**src/rtl/bru_pkg.sv**
```systemverilog
// shared constants and types for the byte rotate unit
package bru_pkg;
  localparam int BRU_DATA_W = 8;
  localparam int BRU_MSB = 7;
  localparam int BRU_LSB = 0;
  localparam logic [7:0] BRU_BYTE_RST = 8'h00;
  localparam logic BRU_CARRY_RST = 1'b0;
  localparam int BRU_OP_LATENCY = 1;

  // rotate operations issued by the decoder
  typedef enum logic [2:0] {
    BRU_OP_NONE,
    BRU_OP_ROTATE_LEFT_MEM,
    BRU_OP_ROTATE_LEFT_TO_ACC,
    BRU_OP_ROTATE_LEFT_THRU_CARRY_MEM,
    BRU_OP_ROTATE_LEFT_THRU_CARRY_TO_ACC,
    BRU_OP_ROTATE_RIGHT_MEM,
    BRU_OP_ROTATE_RIGHT_TO_ACC,
    BRU_OP_ROTATE_RIGHT_THRU_CARRY_MEM
  } bru_op_t;
endpackage : bru_pkg

```
**src/rtl/bru_shifter.sv**
```systemverilog
// combinational one-bit rotator, plain or through carry
`timescale 1ns/1ps
module bru_shifter
  import bru_pkg::*;
(
  input wire logic [7:0] operand,
  input wire logic carry_in,
  input wire logic dir_right,
  input wire logic thru_carry,
  output logic [7:0] result,
  output logic carry_out
);
  logic fill_lsb;
  logic fill_msb;

  always_comb begin
    // plain rotates recycle the falling-out bit, carry rotates take old carry
    fill_lsb = thru_carry ? carry_in : operand[BRU_MSB];
    fill_msb = thru_carry ? carry_in : operand[BRU_LSB];
    if (dir_right) begin
      result = {fill_msb, operand[7:1]};
      carry_out = operand[BRU_LSB];
    end else begin
      result = {operand[6:0], fill_lsb};
      carry_out = operand[BRU_MSB];
    end
  end
endmodule : bru_shifter

```
**src/rtl/bru_unit.sv**
```systemverilog
// byte rotate unit: registered rotate of a memory byte into memory or accumulator
`timescale 1ns/1ps
// What this block does
// (RULE1) Rotate-left-through-carry on memory moves carry into bit 0, old bit 7 into carry, writes memory.
// (RULE2) The accumulator form of that rotate puts the result in the accumulator and leaves memory alone.
// (RULE3) Plain rotate-right on memory moves bit 0 into bit 7, writes memory and touches no flag.
// (RULE4) The accumulator form of rotate-right puts the result in the accumulator, memory and flags kept.
// (RULE5) Rotate-right-through-carry on memory moves carry into bit 7, old bit 0 into carry, writes memory.
// (RULE6) Accumulator rotate-left moves bit 7 into bit 0, loads the accumulator, keeps memory and flags.
// (RULE7) Through-carry rotates change only carry and leave every other status flag as it was.
module bru_unit
  import bru_pkg::*;
(
  input wire logic sys_clk,
  input wire logic rst_b,
  input wire logic op_valid,
  input wire bru_op_t op_code,
  input wire logic [7:0] mem_operand,
  input wire logic carry_flag,
  output logic [7:0] mem_wdata,
  output logic mem_we,
  output logic [7:0] working_accumulator,
  output logic acc_we,
  output logic [7:0] carry_wdata,
  output logic carry_we,
  output logic done
);
  typedef struct packed {
    logic [7:0] mem_wdata;
    logic mem_we;
    logic [7:0] acc;
    logic acc_we;
    logic carry;
    logic carry_we;
    logic done;
  } bru_state_t;

  bru_state_t state;
  bru_state_t next_state;
  logic dir_right;
  logic thru_carry;
  logic to_acc;
  logic [7:0] rot_result;
  logic rot_carry;

  always_comb begin
    dir_right = 1'b0;
    thru_carry = 1'b0;
    to_acc = 1'b0;
    unique case (op_code)
      BRU_OP_NONE: begin
        // refused: decodes to nothing and op_live stays low
      end
      BRU_OP_ROTATE_LEFT_MEM: begin
        // plain rotate left to memory: memory strobe only, no flag
      end
      BRU_OP_ROTATE_LEFT_TO_ACC: begin
        to_acc = 1'b1; // see (RULE6)
      end
      BRU_OP_ROTATE_LEFT_THRU_CARRY_MEM: begin
        thru_carry = 1'b1; // see (RULE1)
      end
      BRU_OP_ROTATE_LEFT_THRU_CARRY_TO_ACC: begin
        thru_carry = 1'b1; // see (RULE2)
        to_acc = 1'b1;
      end
      BRU_OP_ROTATE_RIGHT_MEM: begin
        dir_right = 1'b1; // see (RULE3)
      end
      BRU_OP_ROTATE_RIGHT_TO_ACC: begin
        dir_right = 1'b1; // see (RULE4)
        to_acc = 1'b1;
      end
      BRU_OP_ROTATE_RIGHT_THRU_CARRY_MEM: begin
        dir_right = 1'b1; // see (RULE5)
        thru_carry = 1'b1;
      end
    endcase
  end

  bru_shifter bru_shifter_inst (
    .operand(mem_operand),
    .carry_in(carry_flag),
    .dir_right(dir_right),
    .thru_carry(thru_carry),
    .result(rot_result),
    .carry_out(rot_carry)
  );

  // no carry forwarding: back-to-back carry ops need the caller's updated flag
  logic op_live;
  assign op_live = op_valid && (op_code != BRU_OP_NONE);

  always_comb begin
    next_state = state;
    next_state.mem_we = 1'b0;
    next_state.acc_we = 1'b0;
    next_state.carry_we = 1'b0;
    next_state.done = op_live;
    if (op_live) begin
      // accumulator forms never strobe memory, so the byte stays intact
      next_state.mem_we = !to_acc; // see (RULE2) see (RULE4) see (RULE6)
      next_state.acc_we = to_acc;
      if (to_acc) begin
        next_state.acc = rot_result;
      end else begin
        next_state.mem_wdata = rot_result;
      end
      // only carry is ever written; other flags have no write path here
      next_state.carry_we = thru_carry; // see (RULE7)
      if (thru_carry) begin
        next_state.carry = rot_carry; // see (RULE1) see (RULE5)
      end
    end
  end

  // sync reset; every output sits low while it is held
  always_ff @(posedge sys_clk) begin
    if (!rst_b) begin
      state <= '{BRU_BYTE_RST, 1'b0, BRU_BYTE_RST, 1'b0, BRU_CARRY_RST, 1'b0, 1'b0};
    end else begin
      state <= next_state;
    end
  end

  assign mem_wdata = state.mem_wdata;
  assign mem_we = state.mem_we;
  assign working_accumulator = state.acc;
  assign acc_we = state.acc_we;
  // carry travels in bit 0 of a byte-wide flag write bus, upper bits zero
  assign carry_wdata = {7'h00, state.carry};
  assign carry_we = state.carry_we;
  assign done = state.done;

  // answer checks: every live op shows up one edge after it is taken
  a_lrc_mem_result: assert property (@(posedge sys_clk) disable iff (!rst_b) // see (RULE1)
    op_valid && op_code == BRU_OP_ROTATE_LEFT_THRU_CARRY_MEM |=>
      mem_we && mem_wdata == {$past(mem_operand[6:0]), $past(carry_flag)}
      && carry_we && carry_wdata[0] == $past(mem_operand[7]))
    else $error("left thru carry memory result wrong");

  a_lrc_acc_result: assert property (@(posedge sys_clk) disable iff (!rst_b) // see (RULE2)
    op_valid && op_code == BRU_OP_ROTATE_LEFT_THRU_CARRY_TO_ACC |=>
      acc_we && !mem_we && working_accumulator == {$past(mem_operand[6:0]), $past(carry_flag)}
      && carry_we && carry_wdata[0] == $past(mem_operand[7]))
    else $error("left thru carry accumulator result wrong");

  a_rr_mem_result: assert property (@(posedge sys_clk) disable iff (!rst_b) // see (RULE3)
    op_valid && op_code == BRU_OP_ROTATE_RIGHT_MEM |=>
      mem_we && !carry_we && mem_wdata == {$past(mem_operand[0]), $past(mem_operand[7:1])})
    else $error("rotate right memory result wrong");

  a_rr_acc_result: assert property (@(posedge sys_clk) disable iff (!rst_b) // see (RULE4)
    op_valid && op_code == BRU_OP_ROTATE_RIGHT_TO_ACC |=>
      acc_we && !mem_we && !carry_we
      && working_accumulator == {$past(mem_operand[0]), $past(mem_operand[7:1])})
    else $error("rotate right accumulator result wrong");

  a_rrc_mem_result: assert property (@(posedge sys_clk) disable iff (!rst_b) // see (RULE5)
    op_valid && op_code == BRU_OP_ROTATE_RIGHT_THRU_CARRY_MEM |=>
      mem_we && mem_wdata == {$past(carry_flag), $past(mem_operand[7:1])}
      && carry_we && carry_wdata[0] == $past(mem_operand[0]))
    else $error("right thru carry memory result wrong");

  a_rl_acc_result: assert property (@(posedge sys_clk) disable iff (!rst_b) // see (RULE6)
    op_valid && op_code == BRU_OP_ROTATE_LEFT_TO_ACC |=>
      acc_we && !mem_we && !carry_we
      && working_accumulator == {$past(mem_operand[6:0]), $past(mem_operand[7])})
    else $error("rotate left accumulator result wrong");

  a_rl_mem_result: assert property (@(posedge sys_clk) disable iff (!rst_b)
    op_valid && op_code == BRU_OP_ROTATE_LEFT_MEM |=>
      mem_we && !acc_we && !carry_we
      && mem_wdata == {$past(mem_operand[6:0]), $past(mem_operand[7])})
    else $error("rotate left memory result wrong");

  a_flags_only_carry: assert property (@(posedge sys_clk) disable iff (!rst_b) // see (RULE7)
    carry_we |-> carry_wdata[7:1] == 7'h00 && $past(op_valid)
      && ($past(op_code) == BRU_OP_ROTATE_LEFT_THRU_CARRY_MEM
      || $past(op_code) == BRU_OP_ROTATE_LEFT_THRU_CARRY_TO_ACC
      || $past(op_code) == BRU_OP_ROTATE_RIGHT_THRU_CARRY_MEM))
    else $error("flag write outside carry rotate");

  a_carry_we_thru: assert property (@(posedge sys_clk) disable iff (!rst_b) // see (RULE7)
    op_valid && (op_code == BRU_OP_ROTATE_LEFT_THRU_CARRY_MEM
      || op_code == BRU_OP_ROTATE_LEFT_THRU_CARRY_TO_ACC
      || op_code == BRU_OP_ROTATE_RIGHT_THRU_CARRY_MEM) |=> carry_we && done)
    else $error("carry rotate without carry write");

  // refused requests must leave every strobe low
  a_refused_quiet: assert property (@(posedge sys_clk) disable iff (!rst_b)
    (!op_valid || op_code == BRU_OP_NONE) |=>
      !done && !mem_we && !acc_we && !carry_we)
    else $error("strobe after refused request");

  a_done_from_op: assert property (@(posedge sys_clk) disable iff (!rst_b)
    done |-> $past(op_valid) && $past(op_code) != BRU_OP_NONE)
    else $error("done without a live request");

  // hold checks; the edge after a reset is skipped since reset clears all at once
  a_mem_hold: assert property (@(posedge sys_clk) disable iff (!rst_b) // see (RULE2) (RULE6)
    $past(rst_b) && !mem_we |-> $stable(mem_wdata))
    else $error("memory write data moved without a write");

  a_acc_hold: assert property (@(posedge sys_clk) disable iff (!rst_b)
    $past(rst_b) && !acc_we |-> $stable(working_accumulator))
    else $error("accumulator moved without a load");

  a_carry_hold: assert property (@(posedge sys_clk) disable iff (!rst_b) // see (RULE3) (RULE4)
    $past(rst_b) && !carry_we |-> $stable(carry_wdata))
    else $error("carry data moved without a carry write");

  // upper bits of the flag bus never carry another flag
  a_carry_upper_zero: assert property (@(posedge sys_clk) disable iff (!rst_b) // see (RULE7)
    carry_wdata[7:1] == 7'h00)
    else $error("flag bus upper bits set");

  a_reset_clears: assert property (@(posedge sys_clk)
    !rst_b |=> !done && !mem_we && !acc_we && !carry_we
      && mem_wdata == BRU_BYTE_RST && working_accumulator == BRU_BYTE_RST
      && carry_wdata[0] == BRU_CARRY_RST)
    else $error("outputs not cleared by reset");

  a_strobe_exclusive: assert property (@(posedge sys_clk) disable iff (!rst_b)
    !(mem_we && acc_we) && ((mem_we || acc_we) == done))
    else $error("write strobes inconsistent");
endmodule : bru_unit

```
**config.mk**
```make
export PLATFORM = sky130hd
export DESIGN_NAME = bru_unit
export DESIGN_NICKNAME = d
export VERILOG_FILES = /design/src/rtl/bru_pkg.sv /design/src/rtl/bru_shifter.sv /design/src/rtl/bru_unit.sv
export SDC_FILE = /design/constraint.sdc
export NUM_CORES = 1
export LEC_CHECK = 0
export ABC_CLOCK_PERIOD_IN_PS = 1400
export BUFFER_PORTS_ARGS = -buffer_cell sky130_fd_sc_hd__buf_2
export CAP_MARGIN = 20
export CORE_MARGIN = 4
export CORE_UTILIZATION = 46
export CTS_CLUSTER_DIAMETER = 200
export CTS_CLUSTER_SIZE = 20
export DETAILED_ROUTE_END_ITERATION = 12
export HOLD_SLACK_MARGIN = 0.15
export PLACE_DENSITY = 0.77
export SLEW_MARGIN = 5
export SYNTH_ARGS = -nofsm -noshare
export SYNTH_HDL_FRONTEND = slang
export SYNTH_HIERARCHICAL = 1
export SYNTH_SLANG_ARGS = --single-unit
```
**constraint.sdc**
```tcl
create_clock -name sys_clk -period 1.4 [get_ports sys_clk]
set_input_delay 0.07 -clock sys_clk [delete_from_list [all_inputs] [get_ports sys_clk]]
set_output_delay 0.07 -clock sys_clk [all_outputs]
set_load 0.02 [all_outputs]
```
; Word level (Yosys, flattened, before mapping)
; Cells that the tools add are included.
[classes]
bitwise_logic = 1
mux = 7
reduce_logical = 10
n_eq_ne = 6
[ops]
columns = operator, count
row1 = $eq 3x3->1 const B, 4
row2 = $reduce_or 3->1, 3
row3 = $mux 8, 1
row4 = $reduce_and 2->1, 4
row5 = $eq 3x2->1 const B, 2
row6 = $mux 1, 6
row7 = $reduce_bool 3->1, 1
row8 = $logic_and 1x1->1, 1
row9 = $logic_not 1->1, 1
row10 = $not 1->1, 1
[totals]
input_bits = 15
register_bits = 21
word_cells = 31
out_inout_bits = 28

; Depth between registers and ports, before layout
; Gate-level depths: netlist of run 1.
[depth]
word_depth = 5
ltp_mapped = 7
mapped_depth_nobuf = 7

; Cells and area by module
; Netlist of run 1, hierarchy kept.
[by_module_without_submodules]
columns = mod, seq_area_each_um2, area_per_inst_um2, instances, cells_each
row1 = bru_unit, 420.4, 878.3, 1, 100
row2 = bru_shifter, 0.0, 150.1, 1, 14

; Least setup slack after synthesis of run 1
; OpenSTA, ideal clock, no wires.
[synth_timing]
kind = input to register
startpoint = in op_code[0]
endpoint = reg state (netlist bit working_accumulator[0])
setup_slack_ns = 0.124
setup_ns = 0.072
cell_stages = 7
arrival_time_ns = 1.205
path_buffers = 1
required_ns = 1.328
cell_sequence = buf_2 > nand2_1 > nand2_1 > mux2i_1 > o21ai_0 > or3b_2 > a21oi_1
[synth_via]
elab_chain_len = 5
word_cells_on_any_way = 17
cone_classes = eq/ne: 6 / mux: 5 / reduce/logical: 6
[synth_rtl]
columns = item, line
row1 = start: declaration, bru_unit.sv:17  ; input wire bru_op_t op_code,
row2 = $eq 3x3->1 or $eq 3x2->1 (tied branches), bru_unit.sv:50  ; unique case (op_code)
row3 = $reduce_or 3->1 (no line) *, n/a
row4 = $mux 1 *, bru_unit.sv:50
row5 = via thru_carry, bru_unit.sv:41  ; logic thru_carry;
row6 = $mux 1 *, bru_shifter.sv:18  ; fill_lsb = thru_carry ? carry_in : operand[BRU_MSB];
row7 = $mux 8 *, bru_shifter.sv:20  ; if (dir_right) begin
row8 = via rot_result[0], bru_unit.sv:43  ; logic [7:0] rot_result;
row9 = end signal: assignment, bru_unit.sv:120  ; state <= '{BRU_BYTE_RST, 1'b0, BRU_BYTE_RST, 1'b0, BRU_CARRY_RST, 1'b0, 1'b0};
row10 = end signal: assignment, bru_unit.sv:122  ; state <= next_state;
row11 = end: declaration, bru_unit.sv:38  ; bru_state_t state;
; Mark *: on every way through the listed nets, which the timed path passes. The rest lies on a longest branch.
; A chain may end at the register's enable or synchronous reset.

; Final worst setup path of run 1
[layout_timing]
startpoint = in op_valid
endpoint = reg state (netlist bit working_accumulator[4])
[layout_via]
elab_chain_len = 2
[layout_rtl]
columns = item, line
row1 = start: declaration, bru_unit.sv:16  ; input wire logic op_valid,
row2 = $logic_and 1x1->1, bru_unit.sv:92  ; assign op_live = op_valid && (op_code != BRU_OP_NONE);
row3 = $reduce_and 2->1 (no line), n/a
; Every way passes these cells.

==> impl_metrics.xml, run 1 <==
<?xml version="1.0" encoding="UTF-8"?>
<metrics>
  <group name="power_and_ir_drop">
    <metric name="leakagePower" unit="nW">0.6119</metric>
    <metric name="peakVddDrop" unit="V">0.0006741</metric>
    <metric name="power_per_cell_area" unit="nW/µm²">942.1</metric>
  </group>
  <group name="sta">
    <metric name="fin_crit" unit="ns">1.278</metric>
    <metric name="worst_slack" unit="ns">0.1218</metric>
    <metric name="max_freq" unit="MHz">782.3</metric>
    <metric name="min_period_over_period" unit="">0.9130</metric>
    <metric name="fin_tns_setup" unit="ns">0</metric>
    <metric name="finalMaxSlewViolations" unit="">0</metric>
    <metric name="setup_repair_after_global_routing_missed_its_margin" unit="">no</metric>
    <metric name="timing_hold_violations_final" unit="">0</metric>
    <metric name="worst_clock_skew" unit="ns">0</metric>
    <metric name="timing.final.setup_violations" unit="">0</metric>
  </group>
  <group name="yosys">
    <metric name="yosysTopAreaCellShare" unit="">0.4088</metric>
    <metric name="async_flop_share" unit="">0</metric>
    <metric name="synth.top_cells.by_area" unit="">sky130_fd_sc_hd__dfxtp_1 (41%), sky130_fd_sc_hd__mux2_4 (8.8%), sky130_fd_sc_hd__a21oi_1 (8.3%)</metric>
    <metric name="synth.cells.most_frequent" unit="">sky130_fd_sc_hd__dfxtp_1 (21), sky130_fd_sc_hd__a21oi_1 (17), sky130_fd_sc_hd__nand2_1 (15)</metric>
    <metric name="synth_area_in_adders" unit="">0</metric>
    <metric name="seq_total_area_yosys" unit="">0.4088</metric>
    <metric name="mappedNetlistArea" unit="µm²">1028</metric>
    <metric name="syn_area_per_cell" unit="µm²">9.022</metric>
    <metric name="post-synth-top-area-cell" unit="">sky130_fd_sc_hd__dfxtp_1</metric>
    <metric name="synth_cell_types" unit="">25</metric>
    <metric name="mux_share_of_post_synthesis_cell_area" unit="">0.1277</metric>
    <metric name="synth-simple-area-share" unit="">0.2092</metric>
    <metric name="post_synth_xor_xnor_area" unit="">0</metric>
    <metric name="synth_area_in_compound_gates" unit="">0.1496</metric>
    <metric name="synthesis.instances" unit="">114</metric>
    <metric name="ys_dominant_reg_cell" unit="">sky130_fd_sc_hd__dfxtp_1</metric>
    <metric name="synth_seq_cells" unit="">21</metric>
    <metric name="synth_edf_count" unit="">0</metric>
    <metric name="synth_top_family_by_area" unit="">simple AND/OR/NAND/NOR gates</metric>
    <metric name="synth-warning-count" unit="">6</metric>
    <metric name="most_frequent_cell_after_synthesis" unit="">sky130_fd_sc_hd__dfxtp_1</metric>
  </group>
  <group name="routing">
    <metric name="dr.first_iter.drc_count" unit="">30</metric>
    <metric name="route.antenna.remaining_nets" unit="">0</metric>
    <metric name="drc_violations" unit="">0</metric>
    <metric name="detail_route.wl_per_cell" unit="µm">12.64</metric>
    <metric name="totalWireLength" unit="µm">2339</metric>
    <metric name="drt_pre_antenna_iters" unit="">4</metric>
    <metric name="detail_route.vias_per_cell" unit="">5.011</metric>
    <metric name="num_vias" unit="">927</metric>
  </group>
  <group name="clock_network">
    <metric name="clock_tree.buffer_depth" unit="">2</metric>
    <metric name="cts_num_sinks" unit="">21</metric>
    <metric name="cts.htree.levels" unit="">1</metric>
    <metric name="clkTransAtPathRegs" unit="ns">0.11</metric>
    <metric name="worst_skew_pair.late_latency" unit="ns">0.30</metric>
    <metric name="numCtsBuffers" unit="">3</metric>
    <metric name="root_buffer_master" unit="">sky130_fd_sc_hd__clkbuf_4</metric>
    <metric name="tritoncts" unit="">built</metric>
  </group>
  <group name="status">
    <metric name="run_status" unit="">finished clean</metric>
  </group>
  <group name="run">
    <metric name="cap_violations" unit="">0</metric>
  </group>
  <group name="floorplan">
    <metric name="fp.dieW" unit="µm">55.29</metric>
    <metric name="core-area" unit="µm²">2042</metric>
    <metric name="die_y" unit="µm">55.29</metric>
    <metric name="initial_utilization" unit="">0.5037</metric>
    <metric name="io-pin-count" unit="">43</metric>
    <metric name="die_area" unit="µm²">3056</metric>
    <metric name="placement_rows" unit="">16</metric>
  </group>
  <group name="critical_path">
    <metric name="setup.worst_path.class" unit="">input port to register</metric>
    <metric name="crit_fanout" unit="">17</metric>
    <metric name="worst_ep_arrival_time" unit="ns">1.51</metric>
    <metric name="timing.critical_path.required" unit="ns">1.63</metric>
    <metric name="startpoint_type" unit="">input port</metric>
    <metric name="worstSetupEndpointType" unit="">register</metric>
  </group>
  <group name="global_route">
    <metric name="grt_antenna_before_repair" unit="">0</metric>
    <metric name="groute.usage.overall" unit="">0.1509</metric>
    <metric name="overflow" unit="">0</metric>
    <metric name="grt_pass1_wl" unit="µm">3781</metric>
    <metric name="grt_pass1_vias" unit="">842</metric>
    <metric name="grt_max_degree" unit="">19</metric>
  </group>
  <group name="finish">
    <metric name="fill_cells" unit="">195</metric>
    <metric name="area_growth" unit="%">25.18</metric>
    <metric name="drive_above_1_share" unit="">0.4051</metric>
    <metric name="seqCellArea" unit="µm²">420.4</metric>
    <metric name="number_of_antenna_cells_inserted" unit="">0</metric>
    <metric name="multi_input_comb_area" unit="µm²">526.8</metric>
    <metric name="final_cells" unit="">185</metric>
    <metric name="layout.nets" unit="">174</metric>
  </group>
  <group name="place">
    <metric name="dp.final_hpwl" unit="µm">1739</metric>
    <metric name="place.detailed.instances" unit="">178</metric>
    <metric name="buffer_ports.inserted" unit="">35</metric>
    <metric name="place_worst_setup_slack" unit="ns">-0.1639</metric>
    <metric name="globalplace.congestion" unit="">0.8655</metric>
  </group>
  <group name="worst_hold_path">
    <metric name="hold_path_class" unit="">input port to register</metric>
  </group>
</metrics>
per-stage QoR:
| step | util | hold slack, ns | total power, mW | area (µm²) |
|---|---|---|---|---|
| finish | 0.6305 | 0.1787 | 1.213 | 1287 |
| CTS | 0.6293 | 0.1769 | 1.217 | 1285 |
| floorplan | - | 0.2133 | 0.8502 | 1051 |
| detailed placement | 0.6011 | 0.3730 | 0.9286 | 1227 |
| global route | 0.6305 | 0.2084 | 1.265 | 1287 |
| global placement | 0.6011 | 0.3618 | 0.9213 | 1227 |
path summary, 6_finish.rpt:
kind,startpoint,slack (ns),depth (start not counted),end
max,op_valid,0.12,5,working_accumulator[4]
max reg2reg,mem_wdata[7],0.75,2,mem_wdata[7]
min,op_code[2],0.18,3,done
min reg2reg,mem_wdata[3],0.46,2,mem_wdata[3]
critical path: stages:
cell and delay, ns:
sky130_fd_sc_hd__dlygate4sd3_1 0.53, sky130_fd_sc_hd__buf_4 0.20, sky130_fd_sc_hd__nand2b_4 0.13, sky130_fd_sc_hd__or3b_2 0.45
sky130_fd_sc_hd__a21oi_1 0.13
flip-flops by register name, indices dropped and copies added (netlist names):
| register | count |
|---|---|
| acc_we | 1 |
| carry_wdata | 1 |
| carry_we | 1 |
| done | 1 |
| mem_wdata | 8 |
| mem_we | 1 |
| working_accumulator | 8 |
routing by layer:
| layer | up-vias | track usage | share of wire |
|---|---|---|---|
| met4 | 0 | 0.06250 | 0.0098 |
| met1 | 419 | 0.2034 | 0.47 |
| li1 | 471 | - | - |
| met5 | - | 0 | 0 |
| met2 | 33 | 0.2331 | 0.45 |
| met3 | 4 | 0.03030 | 0.068 |
cells in the final DEF, fill, tap and decap left out, drive strengths merged:
master	instances
a21boi	1
a21oi	17
a31oi	1
and3	1
buf	44
clkbuf	3
clkinv	2
conb	7
dfxtp	21
dlygate4sd3	3
mux2	7
mux2i	3
nand2	15
nand2b	1
nand3	8
nor2	4
nor2b	1
nor3	1
o21ai	9
o311a	1
or3b	8
cell type report:
cell class | count | share of cell area
Multi-Input combinational cell | 85 | 0.4091
Sequential cell | 21 | 0.3265
Timing Repair Buffer | 47 | 0.2138
Tap cell | 27 | 0.02624
Clock buffer | 3 | 0.01749
Clock inverter | 1 | 0.003887
Inverter | 1 | 0.002915
cell families (layout without fill, tap and decap cells):
logic type,Yosys count,count (layout)
flops,21,21
buf+inv,14,52
simple gates,39,39
other cells,1,7
mux,10,10
compound gates,29,29
power by group:
part,switching (mW),internal [mW]
logic,0.163,0.123
registers,0.0116,0.627
clock network,0.182,0.107
what timing repair did:
| item | CTS | global route |
|---|---|---|
| resized for setup | 0 | 2 |
| hold endpoints to repair | 4 | 0 |
| buffers inserted | 0 | 0 |
| endpoints found under the setup margin | 0 | 7 |
| hold buffers | 3 | 0 |
Power figures use the tool's default switching activity.
==> run 2: changes to the inputs <==
--- a/config.mk
+++ b/config.mk
@@ -15,6 +15,7 @@
 export DETAILED_ROUTE_END_ITERATION = 12
 export HOLD_SLACK_MARGIN = 0.15
 export PLACE_DENSITY = 0.77
+export SETUP_SLACK_MARGIN = 0.4
 export SLEW_MARGIN = 5
 export SYNTH_ARGS = -nofsm -noshare
 export SYNTH_HDL_FRONTEND = slang
==> run 2 against run 1 <==
  * First-iteration DRC count shrank 20%
  * Utilization up 6.6 points
  * Clock power grew 3%
  * Final area up 10%
  * Critical path type unchanged
  * Critical endpoint is now working_accumulator[0]
  * Largest power group unchanged
==> impl_metrics.xml, run 2 (synthesis gave the netlist of run 1 again) <==
<?xml version="1.0" encoding="UTF-8"?>
<metrics>
  <group name="place">
    <metric name="buffer_ports.inserted" unit="">35</metric>
    <metric name="dp.final_hpwl" unit="µm">1785</metric>
    <metric name="place_worst_setup_slack" unit="ns">-0.03707</metric>
    <metric name="globalplace.congestion" unit="">0.8748</metric>
  </group>
  <group name="finish">
    <metric name="area_growth" unit="%">38.32</metric>
    <metric name="layout_commonest_cell" unit="">sky130_fd_sc_hd__buf_2</metric>
    <metric name="layout.nets" unit="">178</metric>
    <metric name="drive_above_1_share" unit="">0.4568</metric>
    <metric name="final_cell_mix" unit="">sky130_fd_sc_hd__buf_2 (32), sky130_fd_sc_hd__dfxtp_1 (21), sky130_fd_sc_hd__a21oi_1 (15)</metric>
    <metric name="finalCoreUtilization" unit="">0.6967</metric>
    <metric name="number_of_antenna_cells_inserted" unit="">0</metric>
  </group>
  <group name="sta">
    <metric name="worst_clock_skew" unit="ns">0</metric>
    <metric name="timing_hold_violations_final" unit="">0</metric>
    <metric name="max_freq" unit="MHz">963.4</metric>
    <metric name="worst_slack" unit="ns">0.3620</metric>
    <metric name="finalMaxSlewViolations" unit="">0</metric>
    <metric name="fin_crit" unit="ns">1.038</metric>
    <metric name="timing.final.setup_violations" unit="">0</metric>
    <metric name="timing.slew.headroom" unit="">0.6659</metric>
    <metric name="min_period_over_period" unit="">0.7414</metric>
    <metric name="measured_slew_at_the_worst_slew_check_pin" unit="ns">0.4981</metric>
    <metric name="setup_repair_after_global_routing_missed_its_margin" unit="">yes</metric>
  </group>
  <group name="floorplan">
    <metric name="die_y" unit="µm">55.29</metric>
    <metric name="initial_utilization" unit="">0.5037</metric>
    <metric name="die_area" unit="µm²">3056</metric>
    <metric name="io-pin-count" unit="">43</metric>
    <metric name="core-area" unit="µm²">2042</metric>
    <metric name="fp.dieW" unit="µm">55.29</metric>
    <metric name="placement_rows" unit="">16</metric>
  </group>
  <group name="worst_hold_path">
    <metric name="hold_path_class" unit="">input port to register</metric>
  </group>
  <group name="clock_network">
    <metric name="tritoncts" unit="">built</metric>
    <metric name="cts_num_sinks" unit="">21</metric>
    <metric name="numCtsBuffers" unit="">3</metric>
    <metric name="worst_skew_pair.late_latency" unit="ns">0.30</metric>
    <metric name="cts.htree.levels" unit="">1</metric>
    <metric name="clock_tree.buffer_depth" unit="">2</metric>
    <metric name="clkTransAtPathRegs" unit="ns">0.12</metric>
    <metric name="root_buffer_master" unit="">sky130_fd_sc_hd__clkbuf_4</metric>
  </group>
  <group name="run">
    <metric name="cap_violations" unit="">0</metric>
  </group>
  <group name="power_and_ir_drop">
    <metric name="power_per_cell_area" unit="nW/µm²">893.2</metric>
    <metric name="peakVddDrop" unit="V">0.0005128</metric>
    <metric name="leakagePower" unit="nW">0.6739</metric>
    <metric name="total_power" unit="mW">1.271</metric>
  </group>
  <group name="routing">
    <metric name="detail_route.vias_per_cell" unit="">5.085</metric>
    <metric name="route.antenna.remaining_nets" unit="">0</metric>
    <metric name="num_vias" unit="">961</metric>
    <metric name="dr.first_iter.drc_count" unit="">24</metric>
    <metric name="drt_pre_antenna_iters" unit="">4</metric>
    <metric name="totalWireLength" unit="µm">2640</metric>
    <metric name="drc_violations" unit="">0</metric>
    <metric name="detail_route.wl_per_cell" unit="µm">13.97</metric>
  </group>
  <group name="critical_path">
    <metric name="crit_fanout" unit="">3</metric>
    <metric name="worst_ep_arrival_time" unit="ns">1.28</metric>
    <metric name="startpoint_type" unit="">input port</metric>
    <metric name="timing.critical_path.required" unit="ns">1.64</metric>
    <metric name="setup.worst_path.class" unit="">input port to register</metric>
    <metric name="worstSetupEndpointType" unit="">register</metric>
  </group>
  <group name="global_route">
    <metric name="groute.usage.overall" unit="">0.1747</metric>
    <metric name="overflow" unit="">0</metric>
    <metric name="grt_pass1_wl" unit="µm">4312</metric>
    <metric name="grt_antenna_before_repair" unit="">0</metric>
    <metric name="grt_pass1_vias" unit="">926</metric>
    <metric name="grt_max_degree" unit="">19</metric>
  </group>
  <group name="status">
    <metric name="run_status" unit="">finished clean</metric>
  </group>
</metrics>
## run 2: stage by stage
step | hold slack (ns) | TNS [ns] | instance area (µm²) | std cells
2_1_floorplan | 0.2133 | 0 | 1096 | 120
3_3_place_gp | 0.3642 | 0 | 1245 | 174
3_5_place_dp | 0.3657 | -0.03707 | 1245 | 174
4_1_cts | 0.1359 | 0 | 1389 | 187
5_1_grt | 0.1514 | 0 | 1423 | 189
6_report | 0.1490 | 0 | 1423 | 189
## run 2: worst paths after layout
path / startpoint / to / slack [ns] / cells after the start
setup / recovery: op_code[1] / working_accumulator[0] / 0.36 / 8
hold reg to reg: mem_wdata[3] / mem_wdata[3] / 0.46 / 2
hold / removal: op_valid / done / 0.15 / 2
setup reg to reg: working_accumulator[0] / working_accumulator[0] / 0.73 / 2
## run 2: critical path, cell delays in order
cell                      delay, ns
sky130_fd_sc_hd__buf_8         0.10
sky130_fd_sc_hd__nor2_4        0.16
sky130_fd_sc_hd__nand2_2       0.08
sky130_fd_sc_hd__nand2_2       0.09
sky130_fd_sc_hd__mux2i_1       0.09
sky130_fd_sc_hd__o21ai_2       0.16
sky130_fd_sc_hd__or3b_4        0.40
sky130_fd_sc_hd__a21oi_2       0.12
## run 2: what timing repair did
| action | in CTS | in global routing |
|---|---|---|
| resized for setup | 11 | 6 |
| pin swaps | 5 | 2 |
| setup buffers | 5 | 1 |
| hold buffers | 4 | 1 |
| endpoints found under the setup margin | 4 | 8 |
| endpoints found under the hold margin | 7 | 1 |
## run 2: cell type report
| cell class | instances | area [µm²] |
|---|---|---|
| inverters | 1 | 3.754 |
| well taps | 27 | 33.78 |
| fillers | 168 | 619.3 |
| flip-flops and latches | 21 | 420.4 |
| clock buffers | 3 | 22.52 |
| multi-input cells | 85 | 580.6 |
| repair buffers | 51 | 356.6 |
| clock inverters | 1 | 5.005 |
## run 2: report_power, final
group,switching [mW],total (mW),leakage [nW],internal (mW)
registers,0.0111,0.638,0.172,0.627
logic,0.180,0.336,0.485,0.156
clock network,0.190,0.297,0.0177,0.107
total,0.382,1.27,0.674,0.889
## run 2: routing by layer
layer / wire length [µm] / share of wire / vias to the layer above / global-route usage
met5: 0 / 0 / - / 0
met4: 54 / 0.020 / 0 / 0.08681
met3: 177 / 0.067 / 6 / 0.04662
met2: 1166 / 0.44 / 35 / 0.2736
met1: 1241 / 0.47 / 441 / 0.2197
li1: - / - / 479 / -
==> run 3: changes to the inputs <==
--- a/config.mk
+++ b/config.mk
@@ -5,16 +5,17 @@
 export SDC_FILE = /design/constraint.sdc
 export NUM_CORES = 1
 export LEC_CHECK = 0
-export ABC_CLOCK_PERIOD_IN_PS = 1400
+export ABC_AREA = 1
+export ABC_CLOCK_PERIOD_IN_PS = 950
 export BUFFER_PORTS_ARGS = -buffer_cell sky130_fd_sc_hd__buf_2
 export CAP_MARGIN = 20
 export CORE_MARGIN = 4
-export CORE_UTILIZATION = 46
+export CORE_UTILIZATION = 42
 export CTS_CLUSTER_DIAMETER = 200
 export CTS_CLUSTER_SIZE = 20
 export DETAILED_ROUTE_END_ITERATION = 12
 export HOLD_SLACK_MARGIN = 0.15
-export PLACE_DENSITY = 0.77
+export PLACE_DENSITY = 0.74
 export SETUP_SLACK_MARGIN = 0.4
 export SLEW_MARGIN = 5
 export SYNTH_ARGS = -nofsm -noshare
==> constraint.sdc (replaced) <==
create_clock -name sys_clk -period 0.95 [get_ports sys_clk]
set_input_delay 0.0475 -clock sys_clk [delete_from_list [all_inputs] [get_ports sys_clk]]
set_output_delay 0.0475 -clock sys_clk [all_outputs]
set_load 0.02 [all_outputs]
==> run 3 against run 2 <==
  * Largest power group unchanged
  * Combinational power grew 120%
  * The flow now finishes with violations (DRC)
  * Largest cell class unchanged
  * Count of clock-buffer cells in the layout grew 1
  * Via count grew 18%
  * Total power grew 70%
  * Highest routed layer unchanged
==> impl_metrics.xml, run 3 <==
<?xml version="1.0" encoding="UTF-8"?>
<metrics>
  <group name="yosys">
    <metric name="yosysTopAreaCellShare" unit="">0.4019</metric>
    <metric name="synth-simple-area-share" unit="">0.3624</metric>
    <metric name="seq_total_area_yosys" unit="">0.4019</metric>
    <metric name="mappedNetlistArea" unit="µm²">1046</metric>
    <metric name="most_frequent_cell_after_synthesis" unit="">sky130_fd_sc_hd__nand2_1</metric>
    <metric name="synth.top_cells.by_area" unit="">sky130_fd_sc_hd__dfxtp_1 (40%), sky130_fd_sc_hd__nand2_1 (18%), sky130_fd_sc_hd__nor2_1 (7.9%)</metric>
    <metric name="ys_dominant_reg_cell" unit="">sky130_fd_sc_hd__dfxtp_1</metric>
    <metric name="synth_top_family_by_area" unit="">simple AND/OR/NAND/NOR gates</metric>
    <metric name="synth_seq_cells" unit="">21</metric>
    <metric name="synth_cell_types" unit="">20</metric>
    <metric name="syn_area_per_cell" unit="µm²">6.973</metric>
    <metric name="synth.cells.most_frequent" unit="">sky130_fd_sc_hd__nand2_1 (50), sky130_fd_sc_hd__nor2_1 (22), sky130_fd_sc_hd__dfxtp_1 (21)</metric>
    <metric name="synth_area_in_compound_gates" unit="">0.09211</metric>
    <metric name="post_synth_xor_xnor_area" unit="">0</metric>
    <metric name="mux_share_of_post_synthesis_cell_area" unit="">0</metric>
    <metric name="synth_edf_count" unit="">0</metric>
    <metric name="synthesis.instances" unit="">150</metric>
    <metric name="synth_area_in_adders" unit="">0</metric>
    <metric name="async_flop_share" unit="">0</metric>
    <metric name="synth-warning-count" unit="">6</metric>
    <metric name="post-synth-top-area-cell" unit="">sky130_fd_sc_hd__dfxtp_1</metric>
  </group>
  <group name="global_route">
    <metric name="grt_pass1_vias" unit="">1045</metric>
    <metric name="grt_max_degree" unit="">12</metric>
    <metric name="groute.usage.overall" unit="">0.1826</metric>
    <metric name="grt_pass1_wl" unit="µm">4754</metric>
    <metric name="overflow" unit="">0</metric>
    <metric name="grt_antenna_before_repair" unit="">0</metric>
  </group>
  <group name="floorplan">
    <metric name="initial_utilization" unit="">0.4553</metric>
    <metric name="die_y" unit="µm">57.91</metric>
    <metric name="fp.dieW" unit="µm">57.91</metric>
    <metric name="io-pin-count" unit="">43</metric>
    <metric name="core-area" unit="µm²">2297</metric>
    <metric name="die_area" unit="µm²">3353</metric>
    <metric name="placement_rows" unit="">17</metric>
  </group>
  <group name="clock_network">
    <metric name="root_buffer_master" unit="">sky130_fd_sc_hd__clkbuf_4</metric>
    <metric name="worst_skew_pair.late_latency" unit="ns">0.30</metric>
    <metric name="tritoncts" unit="">built</metric>
    <metric name="clkTransAtPathRegs" unit="ns">0.12</metric>
    <metric name="cts_num_sinks" unit="">21</metric>
    <metric name="cts.htree.levels" unit="">1</metric>
    <metric name="numCtsBuffers" unit="">3</metric>
    <metric name="clock_tree.buffer_depth" unit="">2</metric>
  </group>
  <group name="power_and_ir_drop">
    <metric name="swShare" unit="">0.3415</metric>
    <metric name="netSwitchingPower" unit="µW">739.2</metric>
    <metric name="peakVddDrop" unit="V">0.001027</metric>
    <metric name="pwr-share-comb" unit="">0.343</metric>
    <metric name="relative_contribution_of_sequential_cells_to_total_power" unit="">0.454</metric>
    <metric name="power.share.clock" unit="">0.203</metric>
    <metric name="power_per_cell_area" unit="nW/µm²">1215</metric>
    <metric name="internal_power" unit="mW">1.426</metric>
    <metric name="total_power" unit="mW">2.165</metric>
    <metric name="leakagePower" unit="nW">0.8315</metric>
  </group>
  <group name="routing">
    <metric name="drc_violations" unit="">2</metric>
    <metric name="totalWireLength" unit="µm">3633</metric>
    <metric name="num_vias" unit="">1138</metric>
    <metric name="route.antenna.remaining_nets" unit="">0</metric>
    <metric name="drt_pre_antenna_iters" unit="">8</metric>
    <metric name="detail_route.vias_per_cell" unit="">5.013</metric>
    <metric name="dr.first_iter.drc_count" unit="">50</metric>
    <metric name="detail_route.wl_per_cell" unit="µm">16.00</metric>
  </group>
  <group name="finish">
    <metric name="drive_above_1_share" unit="">0.6533</metric>
    <metric name="seqCellArea" unit="µm²">446.7</metric>
    <metric name="area_growth" unit="%">70.34</metric>
    <metric name="fill_cells" unit="">129</metric>
    <metric name="layout.nets" unit="">215</metric>
    <metric name="multi_input_comb_area" unit="µm²">709.4</metric>
    <metric name="number_of_antenna_cells_inserted" unit="">0</metric>
    <metric name="final_cell_mix" unit="">sky130_fd_sc_hd__nand2_1 (29), sky130_fd_sc_hd__buf_6 (27), sky130_fd_sc_hd__dfxtp_2 (21)</metric>
    <metric name="layout_commonest_cell" unit="">sky130_fd_sc_hd__nand2_1</metric>
  </group>
  <group name="sta">
    <metric name="finalMaxSlewViolations" unit="">0</metric>
    <metric name="timing.final.setup_violations" unit="">0</metric>
    <metric name="fin_crit" unit="ns">0.8362</metric>
    <metric name="setup_repair_after_global_routing_missed_its_margin" unit="">yes</metric>
    <metric name="min_period_over_period" unit="">0.8802</metric>
    <metric name="max_freq" unit="MHz">1196</metric>
    <metric name="worst_slack" unit="ns">0.1138</metric>
    <metric name="timing_hold_violations_final" unit="">0</metric>
    <metric name="worst_clock_skew" unit="ns">0</metric>
  </group>
  <group name="critical_path">
    <metric name="timing.critical_path.required" unit="ns">0.90</metric>
    <metric name="startpoint_type" unit="">register</metric>
    <metric name="worst_setup_path_startpoint" unit="">working_accumulator[6]</metric>
    <metric name="setup.worst_path.class" unit="">register to primary output</metric>
    <metric name="cell_type_group_with_the_largest_total_delay_on_the_critical_path" unit="">flip-flops</metric>
    <metric name="worstSetupEndpointType" unit="">primary output</metric>
    <metric name="worst_path_largest_cell_delay" unit="ns">0.37</metric>
    <metric name="reg2reg_to" unit="">mem_wdata[5]</metric>
    <metric name="crit_buf_inv" unit="">1</metric>
    <metric name="critical_path.cell_chain" unit="">buf_6</metric>
    <metric name="worst_ep_arrival_time" unit="ns">0.79</metric>
    <metric name="reg2reg_from" unit="">mem_wdata[5]</metric>
    <metric name="crit_fanout" unit="">2</metric>
    <metric name="rrSetupSlack" unit="ns">0.17</metric>
    <metric name="slowest_stage_cell_on_the_critical_path" unit="">sky130_fd_sc_hd__dfxtp_2</metric>
    <metric name="critical_path.endpoint" unit="">working_accumulator[6]</metric>
    <metric name="number_of_gates_on_the_worst_path_with_buffers_counted" unit="">1</metric>
    <metric name="r2r_cells" unit="">5</metric>
  </group>
  <group name="worst_hold_path">
    <metric name="hold_depth" unit="">3</metric>
    <metric name="hold_path.startpoint" unit="">rst_b</metric>
    <metric name="hold_path_class" unit="">input port to register</metric>
  </group>
  <group name="run">
    <metric name="cap_violations" unit="">0</metric>
  </group>
  <group name="status">
    <metric name="violations" unit="">DRC</metric>
    <metric name="run_status" unit="">finished with violations</metric>
  </group>
  <group name="place">
    <metric name="place_worst_setup_slack" unit="ns">-0.09932</metric>
    <metric name="buffer_ports.inserted" unit="">35</metric>
    <metric name="globalplace.congestion" unit="">0.7782</metric>
    <metric name="dp.final_hpwl" unit="µm">1962</metric>
  </group>
</metrics>
-- run 3: cell count changes in the layout (fill, tap and decap cells not counted), moves of 8 or more --
cell and change:
sky130_fd_sc_hd__o21ai_0 -8, sky130_fd_sc_hd__dfxtp_1 -21, sky130_fd_sc_hd__nor2_1 +13, sky130_fd_sc_hd__dfxtp_2 +21
sky130_fd_sc_hd__nand2_2 +15, sky130_fd_sc_hd__inv_1 +12, sky130_fd_sc_hd__buf_2 -21, sky130_fd_sc_hd__buf_6 +24
sky130_fd_sc_hd__nand2_1 +17, sky130_fd_sc_hd__a21oi_1 -13
-- run 3: area by class of cell --
type | count | area share
Sequential cell | 21 | 0.2507
Clock buffer | 4 | 0.01475
Timing Repair inverter | 1 | 0.003511
Timing Repair Buffer | 47 | 0.2690
Multi-Input combinational cell | 109 | 0.3982
Inverter | 17 | 0.04424
Tap cell | 28 | 0.01966
-- run 3: stage by stage --
step / std cells / util / TNS (ns) / hold slack [ns] / area [µm²]
6_report: 227 / 0.7756 / 0 / 0.01104 / 1782
2_1_floorplan: 156 / - / 0 / 0.1938 / 1109
4_1_cts: 221 / 0.6786 / 0 / -0.008006 / 1559
3_3_place_gp: 216 / 0.5664 / -0.3405 / 0.3339 / 1301
3_5_place_dp: 216 / 0.5664 / -0.7920 / 0.3433 / 1301
5_1_grt: 227 / 0.7756 / 0 / 0.01379 / 1782
-- run 3: logic make-up after synthesis --
kind of cell / Yosys count
buf+inv: 27
compound gates: 15
other cells: 1
flops: 21
simple gates: 86
-- run 3: how the worst min path moves through the flow --
stage                      to
2_1_floorplan          mem_we
3_3_place_gp   carry_wdata[0]
3_5_place_dp   carry_wdata[0]
4_1_cts                mem_we
5_1_grt                mem_we
6_report       carry_wdata[0]
-- run 3: power by group through the flow --
stage | sequential (mW) | combinational [mW] | clock (mW)
final | 0.983 | 0.742 | 0.440
after global routing | 0.990 | 0.784 | 0.486
after CTS | 0.980 | 0.591 | 0.452
after detailed placement | 0.977 | 0.488 | 0
after global placement | 0.974 | 0.477 | 0
after floorplan | 1.04 | 0.279 | 0
-- run 3: per-layer routing --
| metal | vias to the layer above | track usage | share of wire |
|---|---|---|---|
| met1 | 514 | 0.2149 | 0.37 |
| met5 | - | 0 | 0 |
| met3 | 14 | 0.03563 | 0.067 |
| li1 | 545 | - | - |
| met2 | 65 | 0.3129 | 0.52 |
| met4 | 0 | 0.09272 | 0.040 |
-- run 3: repair_timing --
action / CTS / global route
resized for setup: 82 / 49
endpoints found under the setup margin: 39 / 38
pin swaps: 15 / 26
buffers inserted: 0 / 5
hold endpoints to repair: 18 / 12
gates cloned: 1 / 1
